==> src/hdl/phy_status_pkg.sv <==
// Constants, types and register layout for the PHY status/control bank.
// Assumes a 50 MHz management-side clock and a decoded register port.
package phy_status_pkg;

  // Clock rate
  localparam int unsigned CLK_HZ = 50_000_000;
  localparam int unsigned CLK_NS = 20;

  // Register offsets on the management port (5-bit address)
  localparam logic [4:0] QUICK_STATUS_ADDR = 5'h11;
  localparam logic [4:0] TENBASE_OPS_ADDR = 5'h12;

  // Quick status field positions
  localparam int QS_SIG_LOST = 10;
  localparam int QS_LOCK_ERR = 9;
  localparam int QS_FALSE_CAR = 8;
  localparam int QS_INV_SYM = 7;
  localparam int QS_HALT_SYM = 6;
  localparam int QS_PREM_END = 5;
  localparam int QS_AN_DONE = 4;
  localparam int QS_SIG_DET = 3;
  localparam int QS_JABBER = 2;
  localparam int QS_REM_FAULT = 1;
  localparam int QS_LINK = 0;

  // 10Base-T operations field positions
  localparam int TO_REM_JABBER = 15;
  localparam int TO_POL_REV = 14;
  localparam int TO_RSVD_HI_MSB = 13;
  localparam int TO_RSVD_HI_LSB = 6;
  localparam int TO_JAB_INH = 5;
  localparam int TO_RSVD_LO = 4;
  localparam int TO_APOL_INH = 3;
  localparam int TO_SQE_INH = 2;
  localparam int TO_LLOSS_INH = 1;
  localparam int TO_SQL_INH = 0;

  // Reset value of the writable part of the operations register
  localparam logic [13:0] TENBASE_OPS_RESET = 14'h0010;

  // Timing figures in their own units, then cycle counts
  localparam int unsigned JABBER_MS = 20;
  localparam int unsigned LINK_LOSS_MS = 100;
  localparam int unsigned SQE_DELAY_NS = 1000;
  localparam int unsigned SQE_WIDTH_NS = 1000;
  localparam int unsigned JABBER_CYC = JABBER_MS * (CLK_HZ / 1000);
  localparam int unsigned LINK_LOSS_CYC = LINK_LOSS_MS * (CLK_HZ / 1000);
  localparam int unsigned SQE_DELAY_CYC = (SQE_DELAY_NS + CLK_NS - 1) / CLK_NS;
  localparam int unsigned SQE_WIDTH_CYC = SQE_WIDTH_NS / CLK_NS;
  localparam int CNT_W = 24;

  // Symbol classes delivered by the 100Base decoder each clock
  typedef enum logic [2:0] {
    SYM_IDLE = 3'b000,
    SYM_DATA = 3'b001,
    SYM_J = 3'b010,
    SYM_K = 3'b011,
    SYM_T = 3'b100,
    SYM_R = 3'b101,
    SYM_HALT = 3'b110,
    SYM_BAD = 3'b111
  } sym_e;

  // One-cycle receive stream events
  typedef struct packed {
    logic false_carrier;
    logic invalid_sym;
    logic halt_sym;
    logic prem_end;
  } rx_evt_s;

  // Control fields of the operations register
  typedef struct packed {
    logic jabber_inh;
    logic apol_inh;
    logic sqe_inh;
    logic lloss_inh;
    logic squelch_inh;
  } ten_ctrl_s;

endpackage

==> src/hdl/rx_symbol_checker.sv <==
// 100Base receive symbol stream checker: start delimiter, errors, ends.
// Assumes symbols arrive on the system clock, one class per valid cycle.
`timescale 1ns/100ps
module rx_symbol_checker (
  input wire logic clk_sys_i, // System clock
  input wire logic rst_n_i, // Synchronised reset, active low
  input wire logic enable_i, // 100Base mode active
  input wire logic sym_valid_i, // Symbol class valid this cycle
  input wire phy_status_pkg::sym_e sym_i, // Symbol class
  output phy_status_pkg::rx_evt_s evt_o, // One-cycle events, registered
  output logic rx_er_o // Receive error to MAC, registered
);

  typedef enum logic [1:0] {
    ST_IDLE = 2'b00,
    ST_GOT_J = 2'b01,
    ST_IN_PKT = 2'b10,
    ST_GOT_T = 2'b11
  } chk_state_e;

  chk_state_e state_reg;
  chk_state_e state_next;
  phy_status_pkg::rx_evt_s evt_next;
  logic idle_seen_reg;
  logic er_next;

  // Stream decode; events are only judged while 100Base mode is enabled
  always_comb begin
    state_next = state_reg;
    evt_next = '0;
    er_next = 1'b0;
    if (!enable_i) begin
      state_next = ST_IDLE;
    end else if (sym_valid_i) begin
      unique case (state_reg)
        ST_IDLE: begin
          if (sym_i == phy_status_pkg::SYM_J) begin
            state_next = ST_GOT_J;
          end else if (sym_i != phy_status_pkg::SYM_IDLE) begin
            evt_next.false_carrier = 1'b1;
          end
        end
        ST_GOT_J: begin
          if (sym_i == phy_status_pkg::SYM_K) begin
            state_next = ST_IN_PKT;
          end else begin
            evt_next.false_carrier = 1'b1;
            state_next = ST_IDLE;
          end
        end
        ST_IN_PKT: begin
          if (sym_i == phy_status_pkg::SYM_BAD) begin
            evt_next.invalid_sym = 1'b1;
            er_next = 1'b1;
          end else if (sym_i == phy_status_pkg::SYM_HALT) begin
            evt_next.halt_sym = 1'b1;
            er_next = 1'b1;
          end else if (sym_i == phy_status_pkg::SYM_IDLE && idle_seen_reg)
          begin
            evt_next.prem_end = 1'b1;
            er_next = 1'b1;
            state_next = ST_IDLE;
          end else if (sym_i == phy_status_pkg::SYM_T) begin
            state_next = ST_GOT_T;
          end
        end
        ST_GOT_T: begin
          // Whatever follows T the packet is over
          state_next = ST_IDLE;
        end
      endcase
    end
  end

  // Remembers a lone idle inside a packet
  always_ff @(posedge clk_sys_i or negedge rst_n_i) begin
    if (!rst_n_i) begin
      idle_seen_reg <= 1'b0;
    end else if (sym_valid_i) begin
      idle_seen_reg <= (state_reg == ST_IN_PKT)
                       && (sym_i == phy_status_pkg::SYM_IDLE);
    end
  end

  // State and registered outputs
  always_ff @(posedge clk_sys_i or negedge rst_n_i) begin
    if (!rst_n_i) begin
      state_reg <= ST_IDLE;
      evt_o <= '0;
      rx_er_o <= 1'b0;
    end else begin
      state_reg <= state_next;
      evt_o <= evt_next;
      rx_er_o <= er_next;
    end
  end

endmodule

==> src/hdl/phy_rx_status_and_tenbase_ctrl.sv <==
// PHY quick status and 10Base-T operations registers with the 10Base-T
// link, jabber, polarity and SQE controls they steer.
// Assumes a decoded management register port from the serial front end.
//
// Contract
// - Signal-lost flag sets on loss of 100Base receive signal, stays.
// - Lock-error flag latches when receive PLL fails to lock.
// - False-carrier flag latches when start is not a valid J/K pair.
// - Invalid symbol in a packet raises receive error and its flag.
// - Halt symbol in a packet is signalled and its flag latched.
// - Two idles inside a packet set premature-end and are signalled.
// - The six receive fault flags latch high, clear on read or reset.
// - Receive fault flags mean nothing in 10Base-T mode.
// - Negotiation-complete reads zero while running or disabled.
// - Negotiation-complete sets only after negotiation has finished.
// - Live signal-detect shows signal presence in 100Base-TX mode.
// - Jabber bit behaves as the basic status jabber bit.
// - Remote-fault bit behaves as the basic status remote-fault bit.
// - Link bit behaves as basic link status, latching low.
// - Auto polarity correction runs unless its inhibit bit is one.
// - SQE test pulse is produced unless its inhibit bit is one.
// - Link-loss inhibit forces the link integrity machine to pass.
// - Remote-jabber flag latches on receive jabber, clears on read.
// - Polarity-reversed status follows detected receive pair polarity.
// - Jabber inhibit skips the transmit jabber check.
// - Without squelch inhibit, link needs valid data then idle.
`timescale 1ns/100ps
module phy_rx_status_and_tenbase_ctrl #(
  parameter int unsigned JABBER_LIMIT = phy_status_pkg::JABBER_CYC,
  parameter int unsigned LINK_LOSS_LIMIT = phy_status_pkg::LINK_LOSS_CYC
) (
  input wire logic clk_sys_i, // 50 MHz system clock
  input wire logic rst_n_i, // Asynchronous reset, active low
  input wire logic [4:0] reg_addr_i, // Register address
  input wire logic reg_rd_i, // Read strobe, one cycle
  input wire logic reg_wr_i, // Write strobe, one cycle
  input wire logic [15:0] reg_wdata_i, // Write data
  output logic [15:0] reg_rdata_o, // Read data, registered
  output logic reg_rvalid_o, // Read data valid pulse
  input wire logic speed_100_i, // 100Base mode selected
  input wire logic an_enable_i, // Negotiation enable control bit
  input wire logic sym_valid_i, // 100Base symbol valid
  input wire phy_status_pkg::sym_e sym_i, // 100Base symbol class
  input wire logic sig_det_pin_i, // Receive signal present, async
  input wire logic pll_lock_pin_i, // Receive PLL locked, async
  input wire logic pol_rev_pin_i, // Receive pair reversed, async
  input wire logic rem_fault_pin_i, // Remote fault seen, async
  input wire logic an_done_pin_i, // Negotiation finished, async
  input wire logic tx_en_pin_i, // MAC transmit enable, async
  input wire logic rx_data10_i, // 10Base valid data seen
  input wire logic rx_idle10_i, // 10Base idle seen
  output logic rx_er_o, // Receive error to MAC
  output logic link_pass_o, // 10Base link integrity pass
  output logic jabber_o, // Transmit jabber active
  output logic pol_correct_o, // Apply polarity correction
  output logic sqe_col_o // SQE test collision pulse
);

  localparam int NSYNC = 6;

  typedef enum logic [1:0] {
    LK_FAIL = 2'b00,
    LK_DATA = 2'b01,
    LK_PASS = 2'b10
  } link_state_e;

  typedef enum logic [1:0] {
    SQ_OFF = 2'b00,
    SQ_WAIT = 2'b01,
    SQ_PULSE = 2'b10
  } sqe_state_e;

  logic rst_s1_reg;
  logic rst_s2_reg;
  logic rst_n;
  logic [NSYNC-1:0] pin_raw;
  logic [NSYNC-1:0] sync1_reg;
  logic [NSYNC-1:0] sync2_reg;
  logic [NSYNC-1:0] sync3_reg;
  logic [NSYNC-1:0] pin_reg;
  logic sig_det;
  logic pll_lock;
  logic pol_rev;
  logic rem_fault;
  logic an_done;
  logic tx_en;
  logic sig_det_d_reg;
  logic tx_en_d_reg;
  phy_status_pkg::rx_evt_s rx_evt;
  phy_status_pkg::ten_ctrl_s ctrl;
  logic [13:0] ops_reg;
  logic [5:0] rx_flag_reg;
  logic [5:0] rx_set;
  logic jab_flag_reg;
  logic rflt_flag_reg;
  logic link_lat_reg;
  logic rjab_flag_reg;
  logic rd_qs;
  logic rd_ops;
  logic [15:0] qs_view;
  logic [15:0] ops_view;
  link_state_e link_reg;
  sqe_state_e sqe_reg;
  logic [phy_status_pkg::CNT_W-1:0] loss_cnt_reg;
  logic [phy_status_pkg::CNT_W-1:0] jab_cnt_reg;
  logic [phy_status_pkg::CNT_W-1:0] rjab_cnt_reg;
  logic [phy_status_pkg::CNT_W-1:0] sqe_cnt_reg;
  logic rjab_hit;

  // Saturating counter step shared by every timer here
  function automatic logic [phy_status_pkg::CNT_W-1:0] cnt_step(
    input logic [phy_status_pkg::CNT_W-1:0] cnt
  );
    cnt_step = (&cnt) ? cnt : cnt + 1'b1;
  endfunction

  // Reset release through two flops
  always_ff @(posedge clk_sys_i or negedge rst_n_i) begin
    if (!rst_n_i) begin
      rst_s1_reg <= 1'b0;
      rst_s2_reg <= 1'b0;
    end else begin
      rst_s1_reg <= 1'b1;
      rst_s2_reg <= rst_s1_reg;
    end
  end
  assign rst_n = rst_s2_reg;

  // Async pins: three flops, a change counts once stages two and three agree
  assign pin_raw = {tx_en_pin_i, an_done_pin_i, rem_fault_pin_i,
                    pol_rev_pin_i, pll_lock_pin_i, sig_det_pin_i};
  always_ff @(posedge clk_sys_i or negedge rst_n) begin
    if (!rst_n) begin
      sync1_reg <= '0;
      sync2_reg <= '0;
      sync3_reg <= '0;
      pin_reg <= '0;
    end else begin
      sync1_reg <= pin_raw;
      sync2_reg <= sync1_reg;
      sync3_reg <= sync2_reg;
      pin_reg <= (sync2_reg & sync3_reg) | (pin_reg & (sync2_reg | sync3_reg));
    end
  end
  assign {tx_en, an_done, rem_fault, pol_rev, pll_lock, sig_det} = pin_reg;

  // Edge history for signal loss and end of transmit
  always_ff @(posedge clk_sys_i or negedge rst_n) begin
    if (!rst_n) begin
      sig_det_d_reg <= 1'b0;
      tx_en_d_reg <= 1'b0;
    end else begin
      sig_det_d_reg <= sig_det;
      tx_en_d_reg <= tx_en;
    end
  end

  rx_symbol_checker u_checker (
    .clk_sys_i(clk_sys_i),
    .rst_n_i(rst_n),
    .enable_i(speed_100_i),
    .sym_valid_i(sym_valid_i),
    .sym_i(sym_i),
    .evt_o(rx_evt),
    .rx_er_o(rx_er_o)
  );

  // Management decode; a read clears the latches of the register it reads
  assign rd_qs = reg_rd_i && (reg_addr_i == phy_status_pkg::QUICK_STATUS_ADDR);
  assign rd_ops = reg_rd_i && (reg_addr_i == phy_status_pkg::TENBASE_OPS_ADDR);

  // Fault events only count in 100Base mode; in 10Base-T they stay quiet
  assign rx_set = {6{speed_100_i}} & {
    sig_det_d_reg & ~sig_det,
    sig_det & ~pll_lock,
    rx_evt.false_carrier,
    rx_evt.invalid_sym,
    rx_evt.halt_sym,
    rx_evt.prem_end};

  // Latching-high receive fault flags; set beats the clearing read
  always_ff @(posedge clk_sys_i or negedge rst_n) begin
    if (!rst_n) begin
      rx_flag_reg <= '0;
    end else begin
      rx_flag_reg <= rx_set | (rd_qs ? 6'h00 : rx_flag_reg);
    end
  end

  // Mirrors of basic status: jabber, remote fault latch high, link low
  always_ff @(posedge clk_sys_i or negedge rst_n) begin
    if (!rst_n) begin
      jab_flag_reg <= 1'b0;
      rflt_flag_reg <= 1'b0;
      link_lat_reg <= 1'b0;
    end else begin
      jab_flag_reg <= jabber_o | (jab_flag_reg & ~rd_qs);
      rflt_flag_reg <= rem_fault | (rflt_flag_reg & ~rd_qs);
      // A read reloads the live link; a drop in the read cycle still wins
      link_lat_reg <= rd_qs ? link_pass_o
                    : (link_lat_reg & link_pass_o);
    end
  end

  // Operations control bits, reserved bits kept as written
  always_ff @(posedge clk_sys_i or negedge rst_n) begin
    if (!rst_n) begin
      ops_reg <= phy_status_pkg::TENBASE_OPS_RESET;
    end else if (reg_wr_i
                 && reg_addr_i == phy_status_pkg::TENBASE_OPS_ADDR) begin
      // Reserved defaults are the writer's duty and are not forced here
      ops_reg <= reg_wdata_i[13:0];
    end
  end
  assign ctrl.jabber_inh = ops_reg[phy_status_pkg::TO_JAB_INH];
  assign ctrl.apol_inh = ops_reg[phy_status_pkg::TO_APOL_INH];
  assign ctrl.sqe_inh = ops_reg[phy_status_pkg::TO_SQE_INH];
  assign ctrl.lloss_inh = ops_reg[phy_status_pkg::TO_LLOSS_INH];
  assign ctrl.squelch_inh = ops_reg[phy_status_pkg::TO_SQL_INH];

  // Read views
  always_comb begin
    qs_view = 16'h0000;
    qs_view[phy_status_pkg::QS_SIG_LOST:phy_status_pkg::QS_PREM_END] =
      rx_flag_reg;
    qs_view[phy_status_pkg::QS_AN_DONE] =
      an_enable_i & an_done;
    qs_view[phy_status_pkg::QS_SIG_DET] = sig_det;
    qs_view[phy_status_pkg::QS_JABBER] = jab_flag_reg;
    qs_view[phy_status_pkg::QS_REM_FAULT] = rflt_flag_reg;
    qs_view[phy_status_pkg::QS_LINK] = link_lat_reg;
    ops_view = {2'b00, ops_reg};
    ops_view[phy_status_pkg::TO_REM_JABBER] = rjab_flag_reg;
    ops_view[phy_status_pkg::TO_POL_REV] = pol_rev;
  end

  // Registered read port; unmapped addresses read zero
  always_ff @(posedge clk_sys_i or negedge rst_n) begin
    if (!rst_n) begin
      reg_rdata_o <= 16'h0000;
      reg_rvalid_o <= 1'b0;
    end else begin
      reg_rvalid_o <= reg_rd_i;
      if (rd_qs) begin
        reg_rdata_o <= qs_view;
      end else if (rd_ops) begin
        reg_rdata_o <= ops_view;
      end else if (reg_rd_i) begin
        reg_rdata_o <= 16'h0000;
      end
    end
  end

  // Receive jabber: valid data lasting beyond the jabber limit
  always_ff @(posedge clk_sys_i or negedge rst_n) begin
    if (!rst_n) begin
      rjab_cnt_reg <= '0;
    end else begin
      rjab_cnt_reg <= rx_data10_i ? cnt_step(rjab_cnt_reg) : '0;
    end
  end
  assign rjab_hit = !speed_100_i
                    && rjab_cnt_reg == JABBER_LIMIT[phy_status_pkg::CNT_W-1:0];

  // Remote jabber flag is information only and clears on read
  always_ff @(posedge clk_sys_i or negedge rst_n) begin
    if (!rst_n) begin
      rjab_flag_reg <= 1'b0;
    end else begin
      rjab_flag_reg <= rjab_hit | (rjab_flag_reg & ~rd_ops);
    end
  end

  // Transmit jabber check, skipped entirely while inhibited
  always_ff @(posedge clk_sys_i or negedge rst_n) begin
    if (!rst_n) begin
      jab_cnt_reg <= '0;
      jabber_o <= 1'b0;
    end else if (ctrl.jabber_inh || !tx_en) begin
      jab_cnt_reg <= '0;
      jabber_o <= 1'b0;
    end else begin
      jab_cnt_reg <= cnt_step(jab_cnt_reg);
      if (jab_cnt_reg >= JABBER_LIMIT[phy_status_pkg::CNT_W-1:0]) begin
        jabber_o <= 1'b1;
      end
    end
  end

  // Polarity correction only while not inhibited
  always_ff @(posedge clk_sys_i or negedge rst_n) begin
    if (!rst_n) begin
      pol_correct_o <= 1'b0;
    end else begin
      pol_correct_o <= pol_rev & ~ctrl.apol_inh;
    end
  end

  // 10Base-T link integrity; the inhibit holds the machine in pass
  always_ff @(posedge clk_sys_i or negedge rst_n) begin
    if (!rst_n) begin
      link_reg <= LK_FAIL;
      loss_cnt_reg <= '0;
    end else if (ctrl.lloss_inh) begin
      link_reg <= LK_PASS;
      loss_cnt_reg <= '0;
    end else begin
      unique case (link_reg)
        LK_FAIL: begin
          loss_cnt_reg <= '0;
          if (rx_data10_i) begin
            link_reg <= ctrl.squelch_inh ? LK_PASS : LK_DATA;
          end
        end
        LK_DATA: begin
          if (rx_idle10_i) begin
            link_reg <= LK_PASS;
          end
        end
        LK_PASS: begin
          if (rx_data10_i || rx_idle10_i) begin
            loss_cnt_reg <= '0;
          end else if (loss_cnt_reg
                       >= LINK_LOSS_LIMIT[phy_status_pkg::CNT_W-1:0]) begin
            link_reg <= LK_FAIL;
          end else begin
            loss_cnt_reg <= cnt_step(loss_cnt_reg);
          end
        end
        default: begin
          link_reg <= LK_FAIL;
        end
      endcase
    end
  end

  // Link output registered from the state
  always_ff @(posedge clk_sys_i or negedge rst_n) begin
    if (!rst_n) begin
      link_pass_o <= 1'b0;
    end else begin
      link_pass_o <= (link_reg == LK_PASS) || ctrl.lloss_inh;
    end
  end

  // SQE test: a collision pulse a short delay after transmit ends
  always_ff @(posedge clk_sys_i or negedge rst_n) begin
    if (!rst_n) begin
      sqe_reg <= SQ_OFF;
      sqe_cnt_reg <= '0;
      sqe_col_o <= 1'b0;
    end else begin
      unique case (sqe_reg)
        SQ_OFF: begin
          sqe_col_o <= 1'b0;
          sqe_cnt_reg <= '0;
          if (tx_en_d_reg && !tx_en && !ctrl.sqe_inh) begin
            sqe_reg <= SQ_WAIT;
          end
        end
        SQ_WAIT: begin
          sqe_cnt_reg <= cnt_step(sqe_cnt_reg);
          if (sqe_cnt_reg + 1'b1
              >= phy_status_pkg::SQE_DELAY_CYC[phy_status_pkg::CNT_W-1:0])
          begin
            sqe_reg <= SQ_PULSE;
            sqe_cnt_reg <= '0;
            sqe_col_o <= ~ctrl.sqe_inh;
          end
        end
        SQ_PULSE: begin
          sqe_cnt_reg <= cnt_step(sqe_cnt_reg);
          if (sqe_cnt_reg + 1'b1
              >= phy_status_pkg::SQE_WIDTH_CYC[phy_status_pkg::CNT_W-1:0])
          begin
            sqe_reg <= SQ_OFF;
            sqe_col_o <= 1'b0;
          end
        end
        default: begin
          sqe_reg <= SQ_OFF;
        end
      endcase
    end
  end

endmodule

==> config.mk <==
export PLATFORM = sky130hd
export DESIGN_NAME = phy_rx_status_and_tenbase_ctrl
export DESIGN_NICKNAME = d
export VERILOG_FILES = /design/src/hdl/phy_status_pkg.sv /design/src/hdl/rx_symbol_checker.sv /design/src/hdl/phy_rx_status_and_tenbase_ctrl.sv
export SDC_FILE = /design/constraint.sdc
export NUM_CORES = 1
export LEC_CHECK = 0
export BUFFER_PORTS_ARGS = -buffer_cell sky130_fd_sc_hd__buf_2
export CAP_MARGIN = 40
export CORE_MARGIN = 4
export CORE_UTILIZATION = 59
export DETAILED_ROUTE_END_ITERATION = 8
export PLACE_DENSITY = 0.88
export SLEW_MARGIN = 20
export SYNTH_ARGS = -nofsm -noshare
export SYNTH_HDL_FRONTEND = slang
export SYNTH_SLANG_ARGS = --single-unit
export TNS_END_PERCENT = 1
==> constraint.sdc <==
create_clock -name clk_sys_i -period 8.9 [get_ports clk_sys_i]
set_input_delay 0.445 -clock clk_sys_i [delete_from_list [all_inputs] [get_ports clk_sys_i]]
set_output_delay 0.445 -clock clk_sys_i [all_outputs]
set_load 0.005 [all_outputs]
# After elaboration in Yosys (flattened, before gate mapping)

Index checks and enable logic that the tools add are counted.

Bits in latches: 0
Bits in registers: 181
Input bits: 39
Memory bits (read-only): 0
Memories kept: 0
Bits in writable memories: 0

Muxes and demuxes: 59
Divide/modulo/power cells: 0
Multiply operators: 0
Magnitude comparators: 3
Shifts and indexed selects: 0
Equality and inequality tests: 31
Reductions and logical operators: 32
Add/sub/neg operators: 4
Bitwise logic cells: 23

Operators by type and width:

| kind                                                                     | number |
|---|---|
| 24-bit 2-to-1 mux                                                        | 10 |
| 24-bit by 1-bit adder with 24-bit output (second input constant)         | 4 |
| 24-bit AND reduction                                                     | 4 |
| 24-bit case mux with 3 select lines                                      | 1 |
| 16-bit 2-to-1 mux                                                        | 3 |
| 24-bit case mux with 2 select lines                                      | 1 |
| 2-bit 2-to-1 mux                                                         | 18 |
| 24-bit by 20-bit equality test with 1-bit output (second input constant) | 1 |
| 24-bit by 20-bit >= comparator with 1-bit output (second input constant) | 1 |
| 24-bit by 23-bit >= comparator with 1-bit output (second input constant) | 1 |
| 24-bit by 6-bit >= comparator with 1-bit output (second input constant)  | 1 |
| 6-bit bitwise AND                                                        | 3 |
| 3-bit inequality test (second input constant)                            | 6 |
| 6-bit OR                                                                 | 3 |
| 1-bit 2-to-1 mux                                                         | 17 |
| 2-bit case mux with 3 select lines                                       | 2 |
| 3-bit nonzero test                                                       | 4 |
| 5-bit equality test (second input constant)                              | 2 |
| 2-bit inequality test (second input constant)                            | 5 |
| 3-bit equality test (second input constant)                              | 3 |
| 3-bit AND reduction                                                      | 3 |
| 1-bit bitwise AND                                                        | 8 |
| 2-bit equality test (second input constant)                              | 4 |
| 1-bit logical AND                                                        | 8 |
| 21 further kinds                                                         | 39 |

# Depth between registers and ports, before layout

Gate-level depths: netlist of run 1.

Depth after elaboration: 8
Depth in mapped cells: 13
Gate-level depth less buffers: 10

# By module

From an unflattened synthesis of run 1, not the netlist that was laid out.

Cells, all modules: 899
Area, all modules: 8833.5 µm²

Modules (own cells, without submodules):

| module                         | instances | area an instance (µm²) | cells an instance |
|---|---|---|---|
| phy_rx_status_and_tenbase_ctrl | 1         | 8454.4                 | 861 |
| rx_symbol_checker              | 1         | 379.1                  | 38 |

# Worst setup path before layout of run 1

Ideal clock, no wire load.

Path type: flip-flop to flip-flop
From: reg sqe_cnt_reg[5] (netlist bit)
To: reg sqe_cnt_reg[10] (netlist bit)
Stages on the path, launching flop included: 13
Required time: 8.820 ns
Arrival: 2.920 ns
Library setup time: 0.080 ns
Setup slack: 5.900 ns
Path through: dfrtp_1 nand3_2 or4_4 buf_6 nor4_1 xnor2_1 o211ai_1 o31a_1 buf_6 and2_4 buf_6 buf_12 nor3_4

Longest elaborated chain between the ends: 4
Elaborated cells on any way between the ends: 6

RTL lines:

| item                                                                                 | line                                                                         | RTL |
|---|---|---|
| start: declaration                                                                   | phy_rx_status_and_tenbase_ctrl.sv:107                                        | `logic [phy_status_pkg::CNT_W-1:0] sqe_cnt_reg;` |
| start signal: assignment                                                             | phy_rx_status_and_tenbase_ctrl.sv:362                                        | `sqe_cnt_reg <= cnt_step(sqe_cnt_reg);` |
| start signal: assignment                                                             | phy_rx_status_and_tenbase_ctrl.sv:372                                        | `sqe_cnt_reg <= cnt_step(sqe_cnt_reg);` |
| 24-bit by 1-bit adder with 24-bit output or 24-bit AND reduction (tied branches)     | phy_rx_status_and_tenbase_ctrl.sv:114, phy_rx_status_and_tenbase_ctrl.sv:363 |  |
| 24-bit by 6-bit >= comparator with 1-bit output or 24-bit 2-to-1 mux (tied branches) | phy_rx_status_and_tenbase_ctrl.sv:364, phy_rx_status_and_tenbase_ctrl.sv:114 |  |
| 24-bit 2-to-1 mux                                                                    | phy_rx_status_and_tenbase_ctrl.sv:363                                        | `if (sqe_cnt_reg + 1'b1` |
| 24-bit case mux with 3 select lines *                                                | phy_rx_status_and_tenbase_ctrl.sv:353                                        | `unique case (sqe_reg)` |

Every way passes the cells marked *; elsewhere a longest branch is shown, timed or not.
A chain may end at the register's enable or synchronous reset.

# Worst setup path in the final report of run 1

From: reg sqe_cnt_reg[0] (netlist bit)
To: reg sqe_cnt_reg[1] (netlist bit)

The elaborated chain is that of the path after synthesis.

==> impl_metrics.json, run 1 <==
{
  "rr_worst_depth": 8,
  "routed_wire_length_mm": 19.0,
  "area_growth_syn_to_layout_pct": 12.0,
  "worst_slew_margin_rel_pct": 45.2,
  "p_per_area_nw_per_um2": 182,
  "pre_cts_ws_ns": 5.26,
  "timing.clock.skew_ns": 0.0108,
  "clkTransAtPathRegs_ns": 0.07,
  "synth.net_count": 927,
  "vias_per_cell": 6.08,
  "tightest_slew_ns": 0.822,
  "ys_async_sr_fraction_pct": 100,
  "outcome": "finished, final reports clean",
  "worst_slack_ns": 5.21,
  "dieWidth_microns": 130,
  "synth_edf_count": 0,
  "syn-mean-instance-area_sq_um": 9.99,
  "clock-sinks": 181,
  "quantity_of_gates_resized_following_cts": 0,
  "syn_std_cell_area_sq_um": 8750,
  "vdd_drop_max_mv": 0.163,
  "synthTopCellsByCount": "sky130_fd_sc_hd__dfrtp_1 (180), sky130_fd_sc_hd__nor2_1 (93), sky130_fd_sc_hd__nand2_1 (57)",
  "detail_route.wl_per_cell_microns": 17.0,
  "dp_hpwl_mm": 12.4,
  "final_max_slew_viol_count": 0,
  "post_route_cells_drive_above_1_share_pct": 14.7,
  "post_route_drc_violation_count": 0,
  "clock_insertion_delay_worst_skew_ns": 0.44,
  "multiInputGateArea_sq_um": 3890,
  "track_usage_pct": 23.6,
  "postLayoutCoreUtil_pct": 67.4,
  "number_of_instances_on_the_worst_hold_path": 1,
  "cts-root-buf": "sky130_fd_sc_hd__clkbuf_16",
  "detail_route.iter0.violations": 568,
  "rsz_0062_raised_after_global_routing": "no",
  "setup_tns_ns": 0,
  "placeableCoreArea_sq_um": 14500,
  "cell_area_after_placement_sq_um": 9160,
  "postCtsSetupRepairBufs": 0,
  "largest_net_degree_at_the_start_of_global_routing": 71,
  "synth-warning-count": 0,
  "number_of_global_route_vias_before_repair": 6779,
  "drtPass1Iterations": 5,
  "critical_path_peak_fanout": 13,
  "synthTopCellsByArea": "sky130_fd_sc_hd__dfrtp_1 (51%), sky130_fd_sc_hd__nor2_1 (4.0%), sky130_fd_sc_hd__xnor2_1 (3.2%), sky130_fd_sc_hd__a21oi_1 (3.0%), sky130_fd_sc_hd__nand2_1 (2.4%)",
  "static_leakage_power_nw": 4.26,
  "min_period_ns": 3.69,
  "synth_top_area_share_pct": 51.5,
  "critical_path.endpoint_type": "flop",
  "ant_nets": 0,
  "cts_buffers": 17,
  "max_freq_mhz": 271,
  "floorplan.initialDensity_pct": 60.2,
  "setup_violations": 0,
  "layout.cell_area.non_filler_sq_um": 9800,
  "netlist.top_cell.by_area": "sky130_fd_sc_hd__dfrtp_1",
  "crit_arrival_ns": 4.01,
  "postSynth.topFlopCell": "sky130_fd_sc_hd__dfrtp_1",
  "ff_latch_area_sq_um": 4530,
  "netlist_instances": 876,
  "gp_routability_congestion": 0.852,
  "synth.distinct_cells": 75,
  "critPathRequiredTime_ns": 9.22,
  "clock_tree.htree_level_count": 4,
  "reg2reg_slack_ns": 5.21,
  "grt-ovfl-total": 0,
  "dieHeight_microns": 130,
  "clockBufferDepth": 2,
  "hold_violations": 0,
  "ioPinCount": 61,
  "layout.filler_cells": 1094,
  "finalCritPeriodShare_pct": 41.5,
  "cts_tree": "yes",
  "grt_antenna_before_repair": 1,
  "timing.critical_path.from_type": "flop",
  "port_buffer_cells": 58,
  "synth.ff_latch_count": 181,
  "die-area_sq_um": 16800,
  "ys_seq_area_share_pct": 51.8,
  "max_cap_violations": 0,
  "vias": 6828,
  "finalPower_mw": 1.78,
  "min_path_type": "input pin to flop",
  "grt_pass1_wl_mm": 31.8,
  "yosysMostFrequentCell": "sky130_fd_sc_hd__dfrtp_1",
  "floorplan.rows": 44,
  "path_class": "flop to flop",
  "finalNetCount": 976
}
## final timing paths
check,to,from
min in group asynchronous,sync3_reg[3]$_DFF_PN0_,rst_n$_DFF_PN0_
worst min register to register,sync3_reg[3]$_DFF_PN0_,rst_n$_DFF_PN0_
worst min-delay path,sync1_reg[2]$_DFF_PN0_,pol_rev_pin_i
worst max-delay path,sqe_cnt_reg[1]$_DFFE_PN0P_,sqe_cnt_reg[0]$_DFFE_PN0P_
worst max register to register,sqe_cnt_reg[1]$_DFFE_PN0P_,sqe_cnt_reg[0]$_DFFE_PN0P_
max in group asynchronous,sqe_cnt_reg[21]$_DFFE_PN0P_,rst_n$_DFF_PN0_
## cell families (layout without fill, tap and decap cells)
kind of cell / count (synthesis) / in the layout / share of synthesized area, %
buffers and inverters: 74 / 136 / 3.86
other: 1 / 2 / 0.0429
flip-flops: 181 / 181 / 51.8
XOR/XNOR: 55 / 55 / 5.50
AO/OA/AOI/OAI: 176 / 176 / 13.3
AND/OR/NAND/NOR: 352 / 352 / 20.7
adder cells (fa/ha/maj): 18 / 18 / 2.40
multiplexers: 19 / 19 / 2.39
## cells in the final DEF (no fill, tap or decap), drive strengths merged, types with 4 or more instances in the layout
cell type and instances:
inv 41, a22oi 11, o32ai 4, and4 8
ha 12, dfrtp 180, clkbuf 22, nand3 39
nor3 38, mux2i 4, and3 9, nand4 25
nand2b 5, and2 26, nor2 93, maj3 6
o21ai 35, or3 13, clkinv 5, xor2 23
nor4b 4, o211ai 4, buf 66, nand2 57
a21o 6, nor4 12, or4 6, a21boi 4
xnor2 32, a211oi 6, a22o 5, mux2 15
a31oi 7, or2 4, nor2b 7, a21oi 53
o21a 5, a311oi 7
## power breakdown
group	switching (mW)	internal [mW]
logic	0.0784	0.0531
registers	0.0374	0.861
clock network	0.339	0.412
total	0.455	1.33
## critical path, cell delays in order (launching register included)
cell	delay [ns]
sky130_fd_sc_hd__dfrtp_1	0.48
sky130_fd_sc_hd__ha_1	0.30
sky130_fd_sc_hd__nand4_1	0.49
sky130_fd_sc_hd__or3_2	0.66
sky130_fd_sc_hd__nor3_1	0.36
sky130_fd_sc_hd__nand4_1	0.56
sky130_fd_sc_hd__nand2_1	0.47
sky130_fd_sc_hd__nor3_1	0.08
sky130_fd_sc_hd__a21o_1	0.17
## per-stage QoR
step,instances,hold slack (ns)
5_1_grt,1123,0.0952
2_1_floorplan,876,0.149
3_3_place_gp,1084,0.233
6_report,1123,0.108
4_1_cts,1119,0.0941
3_5_place_dp,1086,0.237
## cell type report
cell class,count,area share (%)
antenna,1,0.0255
timing repair buffer,69,4.23
inverter,35,1.34
multi-input combinational,621,39.7
sequential,181,46.3
clock inverter,12,1.40
clock buffer,20,4.66
tap,184,2.35
## metal layers
layer | vias up | GRT usage (%) | wire length (microns)
li1 | 3217 | - | -
met1 | 3363 | 30.3 | 8150
met2 | 197 | 38.6 | 9410
met3 | 51 | 5.40 | 899
met4 | 0 | 10.6 | 583
met5 | - | 0 | 0
## what timing repair did
| item | 4_1_cts | 5_1_grt |
|---|---|---|
| hold buffers | 1 | 0 |
| endpoints found under the setup margin | 0 | 0 |
| endpoints found under the hold margin | 2 | 0 |
(Power assumes the default switching activity.)
==> inputs of run 2 (changes only) <==
--- a/config.mk
+++ b/config.mk
@@ -8,9 +8,9 @@
 export BUFFER_PORTS_ARGS = -buffer_cell sky130_fd_sc_hd__buf_2
 export CAP_MARGIN = 40
 export CORE_MARGIN = 4
-export CORE_UTILIZATION = 59
+export CORE_UTILIZATION = 55
 export DETAILED_ROUTE_END_ITERATION = 8
-export PLACE_DENSITY = 0.88
+export PLACE_DENSITY = 0.87
 export SLEW_MARGIN = 20
 export SYNTH_ARGS = -nofsm -noshare
 export SYNTH_HDL_FRONTEND = slang
==> constraint.sdc (replaced) <==
create_clock -name clk_sys_i -period 3.1 [get_ports clk_sys_i]
set_input_delay 0.155 -clock clk_sys_i [delete_from_list [all_inputs] [get_ports clk_sys_i]]
set_output_delay 0.155 -clock clk_sys_i [all_outputs]
set_load 0.005 [all_outputs]
==> run 2 against run 1 <==
  * Sequential cell count is the same
  * Design area grew 4.5%
  * Sequential share of layout area shrank 1.9 points
  * Clock skew is essentially flat
  * Utilization shrank 0.82 points
  * Sequential power grew to 2.9 times the previous value
  * Final cell count grew 6.6%
  * Clock-buffer cell count shrank 1
  * Die area grew 6.8%
  * Register-to-register slack lost 5.1 ns
  * Combinational power grew to 3.2 times the previous value
  * Clock power grew to 2.8 times the previous value
==> impl_metrics.json, run 2 (synthesis results as in run 1) <==
{
  "min_period_ns": 2.97,
  "layout.filler_cells": 1067,
  "port_buffer_cells": 58,
  "critical_path.endpoint_type": "flop",
  "ant_nets": 0,
  "clkTransAtPathRegs_ns": 0.07,
  "vias": 7088,
  "largest_net_degree_at_the_start_of_global_routing": 64,
  "routed_wire_length_mm": 20.7,
  "commonest_cells_after_routing_fill_and_taps_aside": "sky130_fd_sc_hd__dfrtp_1 (176), sky130_fd_sc_hd__nor2_1 (93), sky130_fd_sc_hd__buf_2 (58)",
  "area_growth_syn_to_layout_pct": 17.0,
  "detail_route.wl_per_cell_microns": 17.3,
  "placeableCoreArea_sq_um": 15400,
  "ff_latch_area_sq_um": 4540,
  "clock_tree.htree_level_count": 4,
  "dieHeight_microns": 134,
  "rr_worst_depth": 8,
  "grt_antenna_before_repair": 1,
  "max_cap_violations": 0,
  "post_route_drc_violation_count": 0,
  "worstReg2RegStart": "sqe_cnt_reg[7]$_DFFE_PN0P_",
  "tightest_slew_ns": 0.790,
  "dieWidth_microns": 134,
  "cp-startpoint": "sqe_cnt_reg[7]$_DFFE_PN0P_",
  "floorplan.rows": 45,
  "hold_violations": 0,
  "layout.cells.most_common": "sky130_fd_sc_hd__dfrtp_1",
  "rsz_0062_raised_after_global_routing": "no",
  "setup_violations": 0,
  "grt-ovfl-total": 0,
  "die-area_sq_um": 18000,
  "ioPinCount": 61,
  "worst_slew_margin_rel_pct": 47.2,
  "timing.critical_path.from_type": "flop",
  "cts_tree": "yes",
  "floorplan.initialDensity_pct": 56.9,
  "finalCritPeriodShare_pct": 95.9,
  "vdd_drop_max_mv": 0.474,
  "critPathRequiredTime_ns": 3.44,
  "dp_hpwl_mm": 12.9,
  "static_leakage_power_nw": 4.47,
  "p_per_area_nw_per_um2": 500,
  "crit_arrival_ns": 3.31,
  "grt_pass1_wl_mm": 34.2,
  "critical_path_peak_fanout": 16,
  "number_of_global_route_vias_before_repair": 6833,
  "setup_tns_ns": 0,
  "max_freq_mhz": 336,
  "drtPass1Iterations": 5,
  "cts-root-buf": "sky130_fd_sc_hd__clkbuf_16",
  "gp_routability_congestion": 0.933,
  "final_max_slew_viol_count": 0,
  "clock_insertion_delay_worst_skew_ns": 0.44,
  "finalNetCount": 1024,
  "finalNonFillerCells": 1197,
  "detail_route.iter0.violations": 841,
  "clockBufferDepth": 2,
  "vias_per_cell": 5.92,
  "clock-sinks": 181,
  "timing.clock.skew_ns": 0.0113,
  "track_usage_pct": 23.5,
  "cts_buffers": 17,
  "outcome": "finished, final reports clean",
  "min_path_type": "input pin to async pin",
  "multiInputGateArea_sq_um": 3900,
  "post_route_cells_drive_above_1_share_pct": 17.1,
  "path_class": "flop to flop",
  "placedCellCount": 1140
}
[run 2: cell types whose count changed in the layout (fill, tap and decap cells not counted), moves of 2 or more]
cell | before | now
sky130_fd_sc_hd__inv_8 | 3 | 7
sky130_fd_sc_hd__clkbuf_2 | 2 | 0
sky130_fd_sc_hd__dlygate4sd3_1 | 1 | 22
sky130_fd_sc_hd__clkinv_4 | 3 | 1
sky130_fd_sc_hd__dfrtp_1 | 179 | 176
sky130_fd_sc_hd__buf_4 | 5 | 33
sky130_fd_sc_hd__dfrtp_2 | 0 | 3
sky130_fd_sc_hd__buf_12 | 0 | 2
[run 2: repair_timing]
action / CTS / global route
gates resized for setup: 0 / 4
endpoints found under the hold margin: 22 / 1
buffers inserted: 0 / 2
hold buffers: 21 / 1
endpoints found under the setup margin: 0 / 14
[run 2: path summary, 6_finish.rpt]
check	endpoint	slack [ns]
min reg2reg	loss_cnt_reg[14]$_DFFE_PN0P_	0.13
max reg2reg	sqe_cnt_reg[21]$_DFFE_PN0P_	0.13
min	rst_s1_reg$_DFF_PN0_	0.02
min in group clk_sys_i	u_checker.evt_o[1]$_DFF_PN0_	0.03
max in group asynchronous	sqe_cnt_reg[1]$_DFFE_PN0P_	2.14
max	sqe_cnt_reg[21]$_DFFE_PN0P_	0.13
[run 2: power by group]
part	total [mW]	internal (mW)	leakage, nW	switching (mW)
combinational	0.422	0.178	1.82	0.244
clock	2.12	1.09	0.282	1.03
sequential	2.58	2.47	2.37	0.106
[run 2: stage by stage]
step	instance area [sq um]	util (%)	setup slack [ns]	hold slack [ns]	power, mW
6_report	10200	66.6	0.128	0.0230	5.12
5_1_grt	10200	66.6	0.00508	0.0169	5.31
4_1_cts	10200	66.2	0.0945	0.00124	5.11
3_5_place_dp	9400	61.1	0.104	-0.0587	2.99
3_3_place_gp	9390	61.1	0.196	-0.0589	2.97
2_1_floorplan	8750	-	0.0999	-0.141	2.85
[run 2: critical path: stages (launching register included)]
cell	delay (ns)
sky130_fd_sc_hd__dfrtp_1	0.43
sky130_fd_sc_hd__nand3_2	0.11
sky130_fd_sc_hd__or4_4	0.61
sky130_fd_sc_hd__or4_1	0.54
sky130_fd_sc_hd__o211ai_1	0.19
sky130_fd_sc_hd__nand4_1	0.15
sky130_fd_sc_hd__o31a_1	0.34
sky130_fd_sc_hd__and2_4	0.27
sky130_fd_sc_hd__a311oi_1	0.23
[run 2: cell type report]
| class | instances | share of cell area, % |
|---|---|---|
| Antenna cell | 1 | 0.0244 |
| Clock buffer | 19 | 4.33 |
| Clock inverter | 12 | 1.20 |
| Inverter | 35 | 1.28 |
| Multi-Input combinational cell | 621 | 38.1 |
| Sequential cell | 181 | 44.3 |
| Tap cell | 211 | 2.58 |
| Timing Repair Buffer | 117 | 8.18 |
[run 2: per-layer routing]
layer  GRT usage [%]  wire length [microns]
met2            39.3                  10500
met3            4.73                   1050
met5               0                      0
met1            31.5                   8920
met4            6.73                    252
